`config.mk`:
```
export PLATFORM = sky130hd
export DESIGN_NAME = sbl_top
export DESIGN_NICKNAME = d
export VERILOG_FILES = /design/src/design/sbl_pkg.sv /design/src/design/sbl_rate_if.sv /design/src/design/sbl_top.sv /design/src/design/sbl_pulse_div.sv /design/src/design/sbl_rate_gen.sv
export SDC_FILE = /design/constraint.sdc
export NUM_CORES = 1
export LEC_CHECK = 0
export ABC_CLOCK_PERIOD_IN_PS = 4000
export BUFFER_PORTS_ARGS = -buffer_cell sky130_fd_sc_hd__buf_2
export CAP_MARGIN = 20
export CELL_PAD_IN_SITES_DETAIL_PLACEMENT = 0
export CELL_PAD_IN_SITES_GLOBAL_PLACEMENT = 2
export CORE_UTILIZATION = 35
export CTS_BUF_LIST = sky130_fd_sc_hd__clkbuf_4
export CTS_CLUSTER_DIAMETER = 120
export DETAILED_ROUTE_END_ITERATION = 16
export GPL_TIMING_DRIVEN = 1
export HOLD_SLACK_MARGIN = 0.03
export PLACE_DENSITY_LB_ADDON = 0.1
export SYNTH_ARGS = -nofsm -noshare
export SYNTH_HDL_FRONTEND = slang
export SYNTH_SLANG_ARGS = --single-unit
export TNS_END_PERCENT = 100
```
`constraint.sdc`:
```
create_clock -name i_mclk -period 4 [get_ports i_mclk]
set_input_delay 0.4 -clock i_mclk [delete_from_list [all_inputs] [get_ports i_mclk]]
set_output_delay 0.4 -clock i_mclk [all_outputs]
set_load 0.005 [all_outputs]
```
`src/design/sbl_pkg.sv`:
```
// Shared constants for the serial block: register map, field positions,
// reset values, rate factors, frame bit counts and transmitter states.
// Assumes an 8-bit register port with a 3-bit word address.
`default_nettype none

package sbl_pkg;
   // Register addresses
   localparam logic [2:0] SBL_A_DATA = 3'h0;
   localparam logic [2:0] SBL_A_BAUD = 3'h1;
   localparam logic [2:0] SBL_A_ERX = 3'h2;
   localparam logic [2:0] SBL_A_ETX = 3'h3;
   localparam logic [2:0] SBL_A_CTRL = 3'h4;
   localparam logic [2:0] SBL_A_STAT = 3'h5;
   // Baud select field positions
   localparam int SBL_PR_LSB = 6;
   localparam int SBL_TXD_LSB = 3;
   localparam int SBL_RXD_LSB = 0;
   // Control register bits
   localparam int SBL_C_WORD9 = 0;
   localparam int SBL_C_TXB8 = 1;
   localparam int SBL_C_TXEN = 2;
   localparam int SBL_C_RXEN = 3;
   localparam int SBL_C_BREAK = 4;
   localparam int SBL_C_LINEN = 5;
   localparam int SBL_C_FOLLOW = 6;
   // Reset values
   localparam logic [7:0] SBL_BAUD_RST = 8'h00;
   localparam logic [7:0] SBL_EXT_RST = 8'h00;
   localparam logic [7:0] SBL_CTRL_RST = 8'h00;
   localparam logic [7:0] SBL_LIN_RST = 8'h00;
   localparam logic [3:0] SBL_FRAC_RST = 4'h0;
   localparam logic [7:0] SBL_HDR_LEN = 8'h00;
   // First prescaler factors
   localparam logic [7:0] SBL_PR_F0 = 8'h01;
   localparam logic [7:0] SBL_PR_F1 = 8'h03;
   localparam logic [7:0] SBL_PR_F2 = 8'h04;
   localparam logic [7:0] SBL_PR_F3 = 8'h0d;
   // Oversampling and frame counts (bit counts minus one)
   localparam logic [3:0] SBL_OS_LAST = 4'hf;
   localparam logic [3:0] SBL_RX_MID = 4'h7;
   localparam logic [3:0] SBL_LAST8 = 4'h9;
   localparam logic [3:0] SBL_LAST9 = 4'ha;
   localparam logic [3:0] SBL_BRK_LIN_LAST = 4'hc;

   typedef enum logic [1:0] {
      SBL_TX_IDLE = 2'b00,
      SBL_TX_SEND = 2'b01,
      SBL_TX_BREAK = 2'b10
   } sbl_tx_state_type;
endpackage

`default_nettype wire

```
`src/design/sbl_rate_if.sv`:
```
// Rate settings in, oversampling ticks out, between the serial top and
// its rate generator. Assumes both ends share one clock.
`default_nettype none

interface sbl_rate_if;
   logic [7:0] baud;
   logic [7:0] ext_rx;
   logic [7:0] ext_tx;
   logic follower;
   logic [7:0] lin_div;
   logic [3:0] lin_frac;
   logic tx_tick;
   logic rx_tick;
   modport gen (input baud, ext_rx, ext_tx, follower, lin_div, lin_frac,
                output tx_tick, rx_tick);
   modport user (output baud, ext_rx, ext_tx, follower, lin_div, lin_frac,
                 input tx_tick, rx_tick);
endinterface

`default_nettype wire

```
`src/design/sbl_top.sv`:
```
// Serial interface top: register port, holding buffers, transmitter with
// break, receiver, and LIN mode selection of the rate generator.
// Assumes a single-cycle register master on the bus clock and an
// asynchronous receive pin.
//
// How it works
// RL1: Data address writes transmit, reads receive buffer
// RL2: Holding buffers load shifters in parallel
// RL3: Prescaler field selects divide by 1,3,4,13
// RL4: Transmit divisor is two to field power
// RL5: Receive divisor is two to field power
// RL6: Nonzero extended receive value divides receive rate
// RL7: Nonzero extended transmit value divides transmit rate
// RL8: Extended prescalers reset to zero
// RL9: Follower mode stops conventional and extended generators
// RL10: Follower mode uses shared LIN generator
// RL11: Follower mode remaps prescaler addresses to LIN registers
// RL12: Software picks eight bits and sets LIN enable
// RL13: Leader break request sends thirteen low bits
// RL14: Leader mode uses conventional or extended rates
// RL15: Follower break request does nothing
// RL16: Software configures LIN before LIN divider writes
// RL17: Leader header: break, 0x55, wait, identifier
// RL18: Word length selects eight or nine data bits
// RL19: Break follows the word in progress
// RL20: Zero extended value falls back to conventional rate
// RL21: Data writes never alter data reads
//
// Added by the designer: the strobed register port and the address map.
`default_nettype none

module sbl_top (
   input wire logic i_mclk,        // Bus clock, 200 MHz
   input wire logic i_rstn,        // Sync reset, active low
   input wire logic [2:0] i_addr,  // Register address
   input wire logic [7:0] i_wdata, // Write data
   input wire logic i_wr,          // Write strobe
   input wire logic i_rd,          // Read strobe
   output logic [7:0] o_rdata,     // Read data, cycle after strobe
   input wire logic i_rxd,         // Serial receive pin
   output logic o_txd              // Serial transmit pin
);
   typedef struct packed {
      logic [7:0] baud;
      logic [7:0] ext_rx;
      logic [7:0] ext_tx;
      logic [7:0] lin_div;
      logic [3:0] lin_frac;
      logic [7:0] ctrl;
      logic [7:0] tx_hold;
      logic tx_hold_b8;
      logic tx_empty;
      logic tx_done;
      logic brk_prev;
      logic brk_pend;
      sbl_pkg::sbl_tx_state_type tx_state;
      logic [10:0] tx_sh;
      logic [3:0] tx_os;
      logic [3:0] tx_bits;
      logic txd;
      logic rx_meta;
      logic rx_sync;
      logic rx_busy;
      logic [3:0] rx_os;
      logic [3:0] rx_bits;
      logic [8:0] rx_sh;
      logic [7:0] rx_hold;
      logic rx_b8;
      logic rx_ready;
      logic [7:0] rdata;
   } sbl_top_state_type;

   sbl_top_state_type st_q;
   sbl_top_state_type st_d;
   logic word9;
   logic follower;
   logic lin_leader;
   logic tx_load;
   logic brk_start;
   logic rx_load;
   logic tx_bit_end;
   logic [3:0] frame_last;

   sbl_rate_if u_rif ();

   // Settings toward the rate generator
   assign u_rif.baud = st_q.baud;
   assign u_rif.ext_rx = st_q.ext_rx;
   assign u_rif.ext_tx = st_q.ext_tx;
   assign u_rif.follower = follower;
   assign u_rif.lin_div = st_q.lin_div;
   assign u_rif.lin_frac = st_q.lin_frac;

   sbl_rate_gen u_rate (
      .i_mclk(i_mclk),
      .i_rstn(i_rstn),
      .rif(u_rif)
   );

   // Mode decode from the control register
   assign word9 = st_q.ctrl[sbl_pkg::SBL_C_WORD9];
   assign follower = st_q.ctrl[sbl_pkg::SBL_C_LINEN] && st_q.ctrl[sbl_pkg::SBL_C_FOLLOW];
   assign lin_leader = st_q.ctrl[sbl_pkg::SBL_C_LINEN] && !st_q.ctrl[sbl_pkg::SBL_C_FOLLOW];
   assign frame_last = word9 ? sbl_pkg::SBL_LAST9 : sbl_pkg::SBL_LAST8; // RL18
   assign tx_bit_end = u_rif.tx_tick && st_q.tx_os == sbl_pkg::SBL_OS_LAST;

   // Transmit start conditions
   assign brk_start = st_q.tx_state == sbl_pkg::SBL_TX_IDLE && st_q.ctrl[sbl_pkg::SBL_C_TXEN]
                      && st_q.brk_pend; // RL19
   assign tx_load = st_q.tx_state == sbl_pkg::SBL_TX_IDLE && st_q.ctrl[sbl_pkg::SBL_C_TXEN]
                    && !st_q.brk_pend && !st_q.tx_empty;

   // Receive stop-bit sample finishes a character
   assign rx_load = st_q.ctrl[sbl_pkg::SBL_C_RXEN] && st_q.rx_busy && u_rif.rx_tick
                    && st_q.rx_os == sbl_pkg::SBL_RX_MID && st_q.rx_bits == frame_last;

   // Next-state logic
   always_comb begin
      st_d = st_q;
      st_d.rdata = 8'h00;

      // Break request: rising edge arms, follower mode disarms
      st_d.brk_prev = st_q.ctrl[sbl_pkg::SBL_C_BREAK];
      if (follower) begin
         st_d.brk_pend = 1'b0; // RL15
      end else if (st_q.ctrl[sbl_pkg::SBL_C_BREAK] && !st_q.brk_prev) begin
         st_d.brk_pend = 1'b1; // RL13
      end

      // Transmitter
      if (u_rif.tx_tick) begin
         st_d.tx_os = st_q.tx_os + 4'h1;
      end
      case (st_q.tx_state)
         sbl_pkg::SBL_TX_IDLE: begin
            if (brk_start) begin
               st_d.tx_state = sbl_pkg::SBL_TX_BREAK;
               st_d.tx_bits = lin_leader ? sbl_pkg::SBL_BRK_LIN_LAST : frame_last; // RL13
               st_d.tx_os = 4'h0;
               st_d.brk_pend = 1'b0;
            end else if (tx_load) begin
               // Parallel load: start, data, ninth bit, stop
               st_d.tx_sh = {1'b1, word9 ? st_q.tx_hold_b8 : 1'b1, st_q.tx_hold, 1'b0}; // RL2
               st_d.tx_bits = frame_last; // RL18
               st_d.tx_state = sbl_pkg::SBL_TX_SEND;
               st_d.tx_os = 4'h0;
               st_d.tx_empty = 1'b1;
               st_d.tx_done = 1'b0;
            end
         end
         sbl_pkg::SBL_TX_SEND: begin
            if (tx_bit_end) begin
               if (st_q.tx_bits == 4'h0) begin
                  st_d.tx_state = sbl_pkg::SBL_TX_IDLE;
                  st_d.tx_done = 1'b1;
               end else begin
                  st_d.tx_sh = {1'b1, st_q.tx_sh[10:1]};
                  st_d.tx_bits = st_q.tx_bits - 4'h1;
               end
            end
         end
         sbl_pkg::SBL_TX_BREAK: begin
            // Low bits, then one stop bit through the send path
            if (tx_bit_end) begin
               if (st_q.tx_bits == 4'h0) begin
                  st_d.tx_state = sbl_pkg::SBL_TX_SEND;
                  st_d.tx_sh = 11'h7ff;
               end else begin
                  st_d.tx_bits = st_q.tx_bits - 4'h1;
               end
            end
         end
         default: begin
            st_d.tx_state = sbl_pkg::SBL_TX_IDLE;
         end
      endcase
      case (st_d.tx_state)
         sbl_pkg::SBL_TX_SEND: st_d.txd = st_d.tx_sh[0];
         sbl_pkg::SBL_TX_BREAK: st_d.txd = 1'b0;
         default: st_d.txd = 1'b1;
      endcase

      // Receive pin synchroniser
      st_d.rx_meta = i_rxd;
      st_d.rx_sync = st_q.rx_meta;

      // Receiver, 16x oversampled, bit sampled mid-cell
      if (!st_q.ctrl[sbl_pkg::SBL_C_RXEN]) begin
         st_d.rx_busy = 1'b0;
      end else if (u_rif.rx_tick) begin
         if (!st_q.rx_busy) begin
            if (!st_q.rx_sync) begin
               st_d.rx_busy = 1'b1;
               st_d.rx_os = 4'h0;
               st_d.rx_bits = 4'h0;
            end
         end else begin
            st_d.rx_os = st_q.rx_os + 4'h1;
            if (st_q.rx_os == sbl_pkg::SBL_RX_MID) begin
               st_d.rx_os = 4'h8;
               if (st_q.rx_bits == 4'h0 && st_q.rx_sync) begin
                  st_d.rx_busy = 1'b0;
               end else if (rx_load) begin
                  st_d.rx_busy = 1'b0;
               end else begin
                  st_d.rx_bits = st_q.rx_bits + 4'h1;
                  if (st_q.rx_bits != 4'h0) begin
                     st_d.rx_sh = {st_q.rx_sync, st_q.rx_sh[8:1]};
                  end
               end
            end
         end
      end

      // Register reads: data cleared flag, then load sets it
      if (i_rd) begin
         case (i_addr)
            sbl_pkg::SBL_A_DATA: begin
               st_d.rdata = st_q.rx_hold; // RL1 RL21
               st_d.rx_ready = 1'b0;
            end
            sbl_pkg::SBL_A_BAUD: st_d.rdata = follower ? st_q.lin_div : st_q.baud; // RL11
            sbl_pkg::SBL_A_ERX: st_d.rdata = follower ? sbl_pkg::SBL_HDR_LEN : st_q.ext_rx;
            sbl_pkg::SBL_A_ETX: st_d.rdata = follower ? {4'h0, st_q.lin_frac} : st_q.ext_tx;
            sbl_pkg::SBL_A_CTRL: st_d.rdata = st_q.ctrl;
            sbl_pkg::SBL_A_STAT: st_d.rdata = {st_q.tx_empty, st_q.tx_done, st_q.rx_ready,
                                               4'h0, st_q.rx_b8};
            default: st_d.rdata = 8'h00;
         endcase
      end
      if (rx_load) begin
         st_d.rx_hold = word9 ? st_q.rx_sh[7:0] : st_q.rx_sh[8:1]; // RL2
         st_d.rx_b8 = word9 ? st_q.rx_sh[8] : 1'b0;
         st_d.rx_ready = 1'b1;
      end

      // Register writes
      if (i_wr) begin
         case (i_addr)
            sbl_pkg::SBL_A_DATA: begin
               st_d.tx_hold = i_wdata; // RL1
               st_d.tx_hold_b8 = st_q.ctrl[sbl_pkg::SBL_C_TXB8];
               st_d.tx_empty = 1'b0;
               st_d.tx_done = 1'b0;
            end
            sbl_pkg::SBL_A_BAUD: begin
               if (follower) begin
                  st_d.lin_div = i_wdata; // RL11 RL16
               end else begin
                  st_d.baud = i_wdata;
               end
            end
            sbl_pkg::SBL_A_ERX: begin
               if (!follower) begin
                  st_d.ext_rx = i_wdata;
               end
            end
            sbl_pkg::SBL_A_ETX: begin
               if (follower) begin
                  st_d.lin_frac = i_wdata[3:0]; // RL11
               end else begin
                  st_d.ext_tx = i_wdata;
               end
            end
            sbl_pkg::SBL_A_CTRL: st_d.ctrl = i_wdata;
            default: ;
         endcase
      end
   end

   // State register with reset values
   always_ff @(posedge i_mclk) begin
      if (!i_rstn) begin
         st_q <= '0;
         st_q.baud <= sbl_pkg::SBL_BAUD_RST;
         st_q.ext_rx <= sbl_pkg::SBL_EXT_RST; // RL8
         st_q.ext_tx <= sbl_pkg::SBL_EXT_RST; // RL8
         st_q.lin_div <= sbl_pkg::SBL_LIN_RST;
         st_q.lin_frac <= sbl_pkg::SBL_FRAC_RST;
         st_q.ctrl <= sbl_pkg::SBL_CTRL_RST;
         st_q.tx_empty <= 1'b1;
         st_q.tx_state <= sbl_pkg::SBL_TX_IDLE;
         st_q.txd <= 1'b1;
         st_q.rx_meta <= 1'b1;
         st_q.rx_sync <= 1'b1;
      end else begin
         st_q <= st_d;
      end
   end

   assign o_rdata = st_q.rdata;
   assign o_txd = st_q.txd;

   AST_RD_RX: // RL1
   assert property (@(posedge i_mclk) disable iff (!i_rstn)
      (i_rd && i_addr == sbl_pkg::SBL_A_DATA) |=> o_rdata == $past(st_q.rx_hold))
   else $error("data read does not return receive buffer");

   AST_WR_NO_ECHO: // RL21
   assert property (@(posedge i_mclk) disable iff (!i_rstn)
      (i_wr && i_addr == sbl_pkg::SBL_A_DATA && !rx_load) |=> $stable(st_q.rx_hold))
   else $error("data write altered receive buffer");

   AST_TX_LOAD: // RL2
   assert property (@(posedge i_mclk) disable iff (!i_rstn)
      tx_load |=> st_q.tx_sh[8:1] == $past(st_q.tx_hold) && !st_q.tx_sh[0]
                  && (st_q.tx_empty || $past(i_wr && i_addr == sbl_pkg::SBL_A_DATA)))
   else $error("transmit shifter not loaded from holding buffer");

   AST_RX_LOAD: // RL2
   assert property (@(posedge i_mclk) disable iff (!i_rstn)
      (rx_load && !word9) |=> st_q.rx_hold == $past(st_q.rx_sh[8:1]) && st_q.rx_ready)
   else $error("receive buffer not loaded from shifter");

   AST_EXT_RST: // RL8
   assert property (@(posedge i_mclk) disable iff (!i_rstn)
      !$past(i_rstn) |-> st_q.ext_rx == 8'h00 && st_q.ext_tx == 8'h00)
   else $error("extended prescaler not zero after reset");

   AST_BRK13: // RL13
   assert property (@(posedge i_mclk) disable iff (!i_rstn)
      (brk_start && lin_leader) |=> st_q.tx_bits == 4'hc && !o_txd)
   else $error("leader break length wrong");

   AST_FOLLOW_NOBRK: // RL15
   assert property (@(posedge i_mclk) disable iff (!i_rstn)
      (follower && $past(follower)) |-> !brk_start)
   else $error("break sent in follower mode");

   AST_WLEN: // RL18
   assert property (@(posedge i_mclk) disable iff (!i_rstn)
      tx_load |=> st_q.tx_bits == ($past(word9) ? 4'ha : 4'h9))
   else $error("frame length does not follow word length");

   AST_BRK_AFTER: // RL19
   assert property (@(posedge i_mclk) disable iff (!i_rstn)
      (st_q.tx_state == sbl_pkg::SBL_TX_SEND) |-> !brk_start)
   else $error("break cut into a word in progress");
endmodule // sbl_top

`default_nettype wire

```
`src/design/sbl_pulse_div.sv`:
```
// Enable divider: one output pulse for every i_div input pulses.
// Assumes one clock; a divisor of zero stops the output.
`default_nettype none

module sbl_pulse_div #(
   parameter int WIDTH = 8
) (
   input wire logic i_mclk,            // Bus clock
   input wire logic i_rstn,            // Sync reset, active low
   input wire logic i_en,              // Input rate pulse
   input wire logic [WIDTH-1:0] i_div, // Divisor, zero stops
   output logic o_tick                 // Divided pulse
);
   if (WIDTH < 1) begin : g_bad_width
      $error("sbl_pulse_div: WIDTH must be at least 1");
   end

   typedef struct packed {
      logic [WIDTH-1:0] cnt;
   } sbl_div_state_type;

   sbl_div_state_type st_q;
   sbl_div_state_type st_d;

   // Count input pulses, wrap at divisor
   always_comb begin
      st_d = st_q;
      o_tick = 1'b0;
      if (i_div == '0) begin
         st_d.cnt = '0;
      end else if (i_en) begin
         if (st_q.cnt >= i_div - {{(WIDTH-1){1'b0}}, 1'b1}) begin
            st_d.cnt = '0;
            o_tick = 1'b1;
         end else begin
            st_d.cnt = st_q.cnt + {{(WIDTH-1){1'b0}}, 1'b1};
         end
      end
   end

   // State register
   always_ff @(posedge i_mclk) begin
      if (!i_rstn) begin
         st_q <= '0;
      end else begin
         st_q <= st_d;
      end
   end
endmodule // sbl_pulse_div

`default_nettype wire

```
`src/design/sbl_rate_gen.sv`:
```
// Baud rate generator: conventional, extended and follower-mode paths,
// each delivering a 16x oversampling tick per direction.
// Assumes settings come from registers on the same clock.
`default_nettype none

module sbl_rate_gen (
   input wire logic i_mclk,   // Bus clock
   input wire logic i_rstn,   // Sync reset, active low
   sbl_rate_if.gen rif        // Settings and ticks
);
   typedef struct packed {
      logic [7:0] cnt;
      logic [3:0] acc;
      logic extra;
      logic [7:0] gap;
      logic seen;
      logic [7:0] baud_prev;
   } sbl_rgen_state_type;

   sbl_rgen_state_type st_q;
   sbl_rgen_state_type st_d;
   logic conv_en;
   logic pr_tick;
   logic tx_conv;
   logic rx_conv;
   logic tx_ext;
   logic rx_ext;
   logic lin_tick;
   logic [7:0] pr_val;
   logic [7:0] tx_val;
   logic [7:0] rx_val;

   // Prescaler factor and power-of-two divisors
   always_comb begin
      case (rif.baud[sbl_pkg::SBL_PR_LSB +: 2])
         2'b00: pr_val = sbl_pkg::SBL_PR_F0; // RL3
         2'b01: pr_val = sbl_pkg::SBL_PR_F1;
         2'b10: pr_val = sbl_pkg::SBL_PR_F2;
         default: pr_val = sbl_pkg::SBL_PR_F3;
      endcase
      tx_val = 8'h01 << rif.baud[sbl_pkg::SBL_TXD_LSB +: 3]; // RL4
      rx_val = 8'h01 << rif.baud[sbl_pkg::SBL_RXD_LSB +: 3]; // RL5
   end

   // Conventional and extended stages stop in follower mode
   assign conv_en = !rif.follower; // RL9

   sbl_pulse_div #(.WIDTH(8)) u_pr (
      .i_mclk(i_mclk), .i_rstn(i_rstn), .i_en(conv_en), .i_div(pr_val), .o_tick(pr_tick));
   sbl_pulse_div #(.WIDTH(8)) u_txd (
      .i_mclk(i_mclk), .i_rstn(i_rstn), .i_en(pr_tick), .i_div(tx_val), .o_tick(tx_conv));
   sbl_pulse_div #(.WIDTH(8)) u_rxd (
      .i_mclk(i_mclk), .i_rstn(i_rstn), .i_en(pr_tick), .i_div(rx_val), .o_tick(rx_conv));
   sbl_pulse_div #(.WIDTH(8)) u_etx (
      .i_mclk(i_mclk), .i_rstn(i_rstn), .i_en(tx_conv), .i_div(rif.ext_tx), .o_tick(tx_ext));
   sbl_pulse_div #(.WIDTH(8)) u_erx (
      .i_mclk(i_mclk), .i_rstn(i_rstn), .i_en(rx_conv), .i_div(rif.ext_rx), .o_tick(rx_ext));

   // Follower generator with fractional stretch, plus period watch
   always_comb begin
      logic [4:0] sum;
      sum = 5'h00;
      st_d = st_q;
      lin_tick = 1'b0;
      if (rif.follower && rif.lin_div != 8'h00) begin
         if (st_q.cnt >= rif.lin_div - 8'h01 + {7'h00, st_q.extra}) begin
            lin_tick = 1'b1;
            st_d.cnt = 8'h00;
            sum = {1'b0, st_q.acc} + {1'b0, rif.lin_frac};
            st_d.acc = sum[3:0];
            st_d.extra = sum[4];
         end else begin
            st_d.cnt = st_q.cnt + 8'h01;
         end
      end else begin
         st_d.cnt = 8'h00;
         st_d.acc = 4'h0;
         st_d.extra = 1'b0;
      end
      st_d.baud_prev = rif.baud;
      st_d.gap = pr_tick ? 8'h00 : st_q.gap + 8'h01;
      if (rif.baud != st_q.baud_prev || rif.follower) begin
         st_d.seen = 1'b0;
      end else if (pr_tick) begin
         st_d.seen = 1'b1;
      end
   end

   // Tick selection: follower, extended when nonzero, else conventional
   assign rif.tx_tick = rif.follower ? lin_tick :            // RL10
                        (rif.ext_tx != 8'h00) ? tx_ext : tx_conv; // RL7 RL20 RL14
   assign rif.rx_tick = rif.follower ? lin_tick :            // RL10
                        (rif.ext_rx != 8'h00) ? rx_ext : rx_conv; // RL6 RL20 RL14

   // State register
   always_ff @(posedge i_mclk) begin
      if (!i_rstn) begin
         st_q <= '0;
      end else begin
         st_q <= st_d;
      end
   end

   AST_PR_PERIOD: // RL3
   assert property (@(posedge i_mclk) disable iff (!i_rstn)
      (pr_tick && st_q.seen && rif.baud == st_q.baud_prev) |-> st_q.gap == pr_val - 8'h01)
   else $error("first prescaler period wrong");

   AST_CONV_OFF: // RL9
   assert property (@(posedge i_mclk) disable iff (!i_rstn)
      rif.follower [*2] |-> !pr_tick && !tx_conv && !rx_conv)
   else $error("conventional generator runs in follower mode");

   AST_LIN_SHARED: // RL10
   assert property (@(posedge i_mclk) disable iff (!i_rstn)
      rif.follower |-> rif.tx_tick == rif.rx_tick)
   else $error("follower ticks differ between directions");
endmodule // sbl_rate_gen

`default_nettype wire

```
==> results.toml <==
[die]
core-area_um2 = 26000
floorplan.initialDensity = 0.356
die_h_um = 165
io_pins = 25
die-area_um2 = 27100
die_w_um = 165
rows = 59

[synth]
synth_top_family_by_area = "simple AND/OR/NAND/NOR gates"
synth_mux_area_frac = 0.0759
synth-simple-area-share = 0.214
synth_area_per_cell_um2 = 8.51
synthXorXnorAreaFrac = 0.0568
synthArstFlopShare = 0
syn_area_um2 = 9250
synth_warnings = 0
synth_edf_count = 0
synth_compound_area_frac = 0.143
synth_cells = 1087
ys_types = 69
ys_seq_area_frac = 0.368
synthAdderAreaFrac = 0.101
synth_ff_type = "dfxtp_1"
synth_seq_cells = 170

[sta]
worst_pin_slew_ps = 876
rsz0062_at_grt = "false"
fin_ws_ps = 383
setup_viol = 0
period_needed_ps = 3620
fmax_ghz = 0.276
fin_worst_skew_ps = 33.7
relSlewSlack = 0.412
hold_viol = 0
slew_viol_final = 0
tns_ps = 0
period_share = 0.904

[setup_path]
crit_chain = "nor2_1 -> nor4b_1 -> nand3_1 -> xor2_1 -> ha_1 -> nand2_1 -> nor3_1 -> a21oi_1 -> nor2_1 -> a21o_1 -> nand4_1 -> mux2i_1"
crit_fanout = 10
critPathTopFamily = "simple AND/OR/NAND/NOR gates"
cp_common_cell = "nor2_1"
critPathSlowestCell = "nand4_1"
crit_type = "register to register"
r2r_cells = 12
timing.rr.end = "st_q[9]"
critPathBufInv = 0
r2r-start = "u_rif.lin_div[2]"
crit_path_max_incr_delay_ps = 540
r2r_setup_slack_ps = 380
startpoint_type = "register"
required_ps = 4490
cp.arrival_ps = 4100
cp-end-kind = "register"

[power_and_ir_drop]
combPwrFrac = 0.089
power.internal_uw = 2320
power_switching_uw = 857
p_clk_frac = 0.362
ir_drop_mv = 0.203
p_per_area_nw_per_um2 = 318
swShare = 0.270
p_seq_frac = 0.549
cellLeakagePower_uw = 0.00407
finalPower_uw = 3180

[layout]
fill_cells = 2743
nets = 1187
drive_above_1_share = 0.0893
fin_cells = 1445
syn_to_final_growth_pct = 8.10

[hold_path]
hp-start = "i_wdata[6]"
hold_class = "primary input to register"
hold_end = "st_q[71]"
holdPathStages = 3

[detailed_routing]
antenna_left = 0
drtIter0Drc = 396
vias_per_cell = 5.13
routedWlPerCell_um = 17.0
totalWireLength_um = 24600
num_vias = 7415
drt_pass1_iterations = 7
route.detailed.drc = 0

[global_routing]
grt_pass1_wl_um = 39000
gr-total-overflow = 0
grt_pass1_vias = 6896
grt.total_usage = 0.187
antenna_found_initial = 2
grt_max_degree = 54

[job]
cap_violations = 0

[placement]
post-place-ws_ps = 395
placed_cells = 1412
io_buffers = 24
globalplace.congestion = 0.766
dp_hpwl_um = 17700

[clocking]
ctsResizeCount = 0
clkTransAtPathRegs_ps = 160
cts-root-buf = "clkbuf_4"
numCtsBuffers = 17
cts_tree = "yes"
cts.sinks = 170
htreeDepth = 4
cts_buffer_depth = 2
clkLatencyLatePin_ps = 580

[outcome]
outcome = "complete, no violations"
-- metal layers --
metal  part of all wire  vias up  track usage
li1                   -     3834            -
met1               0.52     3486        0.267
met2               0.45       81        0.291
met3              0.023       14       0.0321
met4              0.012        0       0.0405
met5                  0        -            0
-- cell usage in the layout, fill, tap and decap left out, types with 9 or more instances in the layout --
cell type / count
xnor2_1: 20
nor3_1: 19
mux2i_1: 51
nand3_1: 29
mux2_2: 17
buf_4: 14
inv_1: 41
o21ai_0: 22
a21o_1: 13
xor2_1: 40
nand2_1: 150
a21oi_1: 72
nor2b_1: 11
dfxtp_1: 170
buf_2: 24
and3_1: 13
o2bb2ai_1: 9
nand2b_1: 16
clkbuf_4: 19
ha_1: 73
a22oi_1: 10
a211oi_1: 10
a221oi_1: 15
nor2_1: 124
nand4_1: 24
-- cell type report --
cell class / count / area (um^2) / share of cell area
diodes: 1 / 2.50 / 0.000250
clock buffers: 19 / 143 / 0.0143
clock inverters: 12 / 170 / 0.0170
inverters: 42 / 158 / 0.0158
multi-input cells: 827 / 5470 / 0.547
flip-flops and latches: 170 / 3400 / 0.340
well taps: 335 / 419 / 0.0419
repair buffers: 39 / 235 / 0.0235
-- power by group through the flow --
| stage | clock network, uW | registers, uW | logic (uW) |
|---|---|---|---|
| finish | 1150 | 1740 | 282 |
| global route | 1260 | 1750 | 316 |
| CTS | 1190 | 1740 | 288 |
| detailed placement | 0 | 1780 | 286 |
| global placement | 0 | 1780 | 288 |
| floorplan | 0 | 1770 | 193 |
-- per-stage QoR --
step                      hold WS, ps   util  area [um^2]
after floorplan                   386      -         9250
after global placement            397  0.372         9670
after detailed placement          399  0.372         9670
after CTS                         140  0.385         9990
after global routing              122  0.385        10000
final                             168  0.385        10000
-- cell usage after synthesis (15+ instances only) --
cell / number / area [um^2]
nand2_1: 150 / 563
clkbuf_1: 34 / 128
o21ai_0: 22 / 110
ha_1: 73 / 913
xor2_1: 40 / 350
nand4_1: 24 / 150
nor3_1: 19 / 95.1
inv_1: 41 / 154
dfxtp_1: 170 / 3400
a21oi_1: 72 / 360
nand2b_1: 16 / 100
mux2i_1: 51 / 510
mux2_2: 17 / 191
nor2_1: 124 / 465
a221oi_1: 15 / 131
nand3_1: 29 / 145
xnor2_1: 20 / 175
-- state kept, by name, indices dropped and copies added (netlist names) --
name / count
st_d: 2
u_rate.u_erx.st_q: 8
u_rif.ext_rx: 8
st_q: 70
u_rif.baud: 8
u_rif.lin_frac: 4
u_rate.u_etx.st_q: 8
u_rate.u_rxd.st_q: 8
o_rdata: 8
u_rif.ext_tx: 8
u_rate.u_pr.st_q: 8
u_rif.lin_div: 8
u_rate.u_txd.st_q: 8
u_rate.st_q: 13
o_txd: 1
-- worst max-delay path by stage --
stage                      from  endpoint  slack [ps]  depth (start not counted)
4_1_cts        u_rif.lin_div[2]   st_q[9]         350                         12
2_1_floorplan     u_rif.baud[5]     o_txd        1110                         12
6_report       u_rif.lin_div[2]   st_q[9]         380                         12
3_5_place_dp   u_rif.lin_div[2]  st_q[11]         400                         12
5_1_grt        u_rif.lin_div[2]   st_q[9]           8                         12
3_3_place_gp   u_rif.lin_div[2]  st_q[56]         450                         14
-- worst register-to-register path, stage by stage, from the launching register on --
cell and delay (ps):
dfxtp_1 390, nor2_1 140, nor4b_1 450, nand3_1 160
xor2_1 170, ha_1 290, nand2_1 70, nor3_1 190
a21oi_1 210, nor2_1 420, a21o_1 170, nand4_1 540
mux2i_1 340
-- timing repair --
| action | CTS | global route |
|---|---|---|
| endpoints found under the hold margin | 1 | 0 |
| hold buffers | 1 | 0 |
| buffers inserted | 0 | 0 |
-- cells by family after synthesis --
kind of cell,count (synthesis)
AND/OR/NAND/NOR,428
AO/OA/AOI/OAI,195
flip-flops,170
buffers and inverters,91
adder cells (fa/ha/maj),74
multiplexers,68
XOR/XNOR,60
other,1
Note: power is estimated with default switching activity, not from simulation.
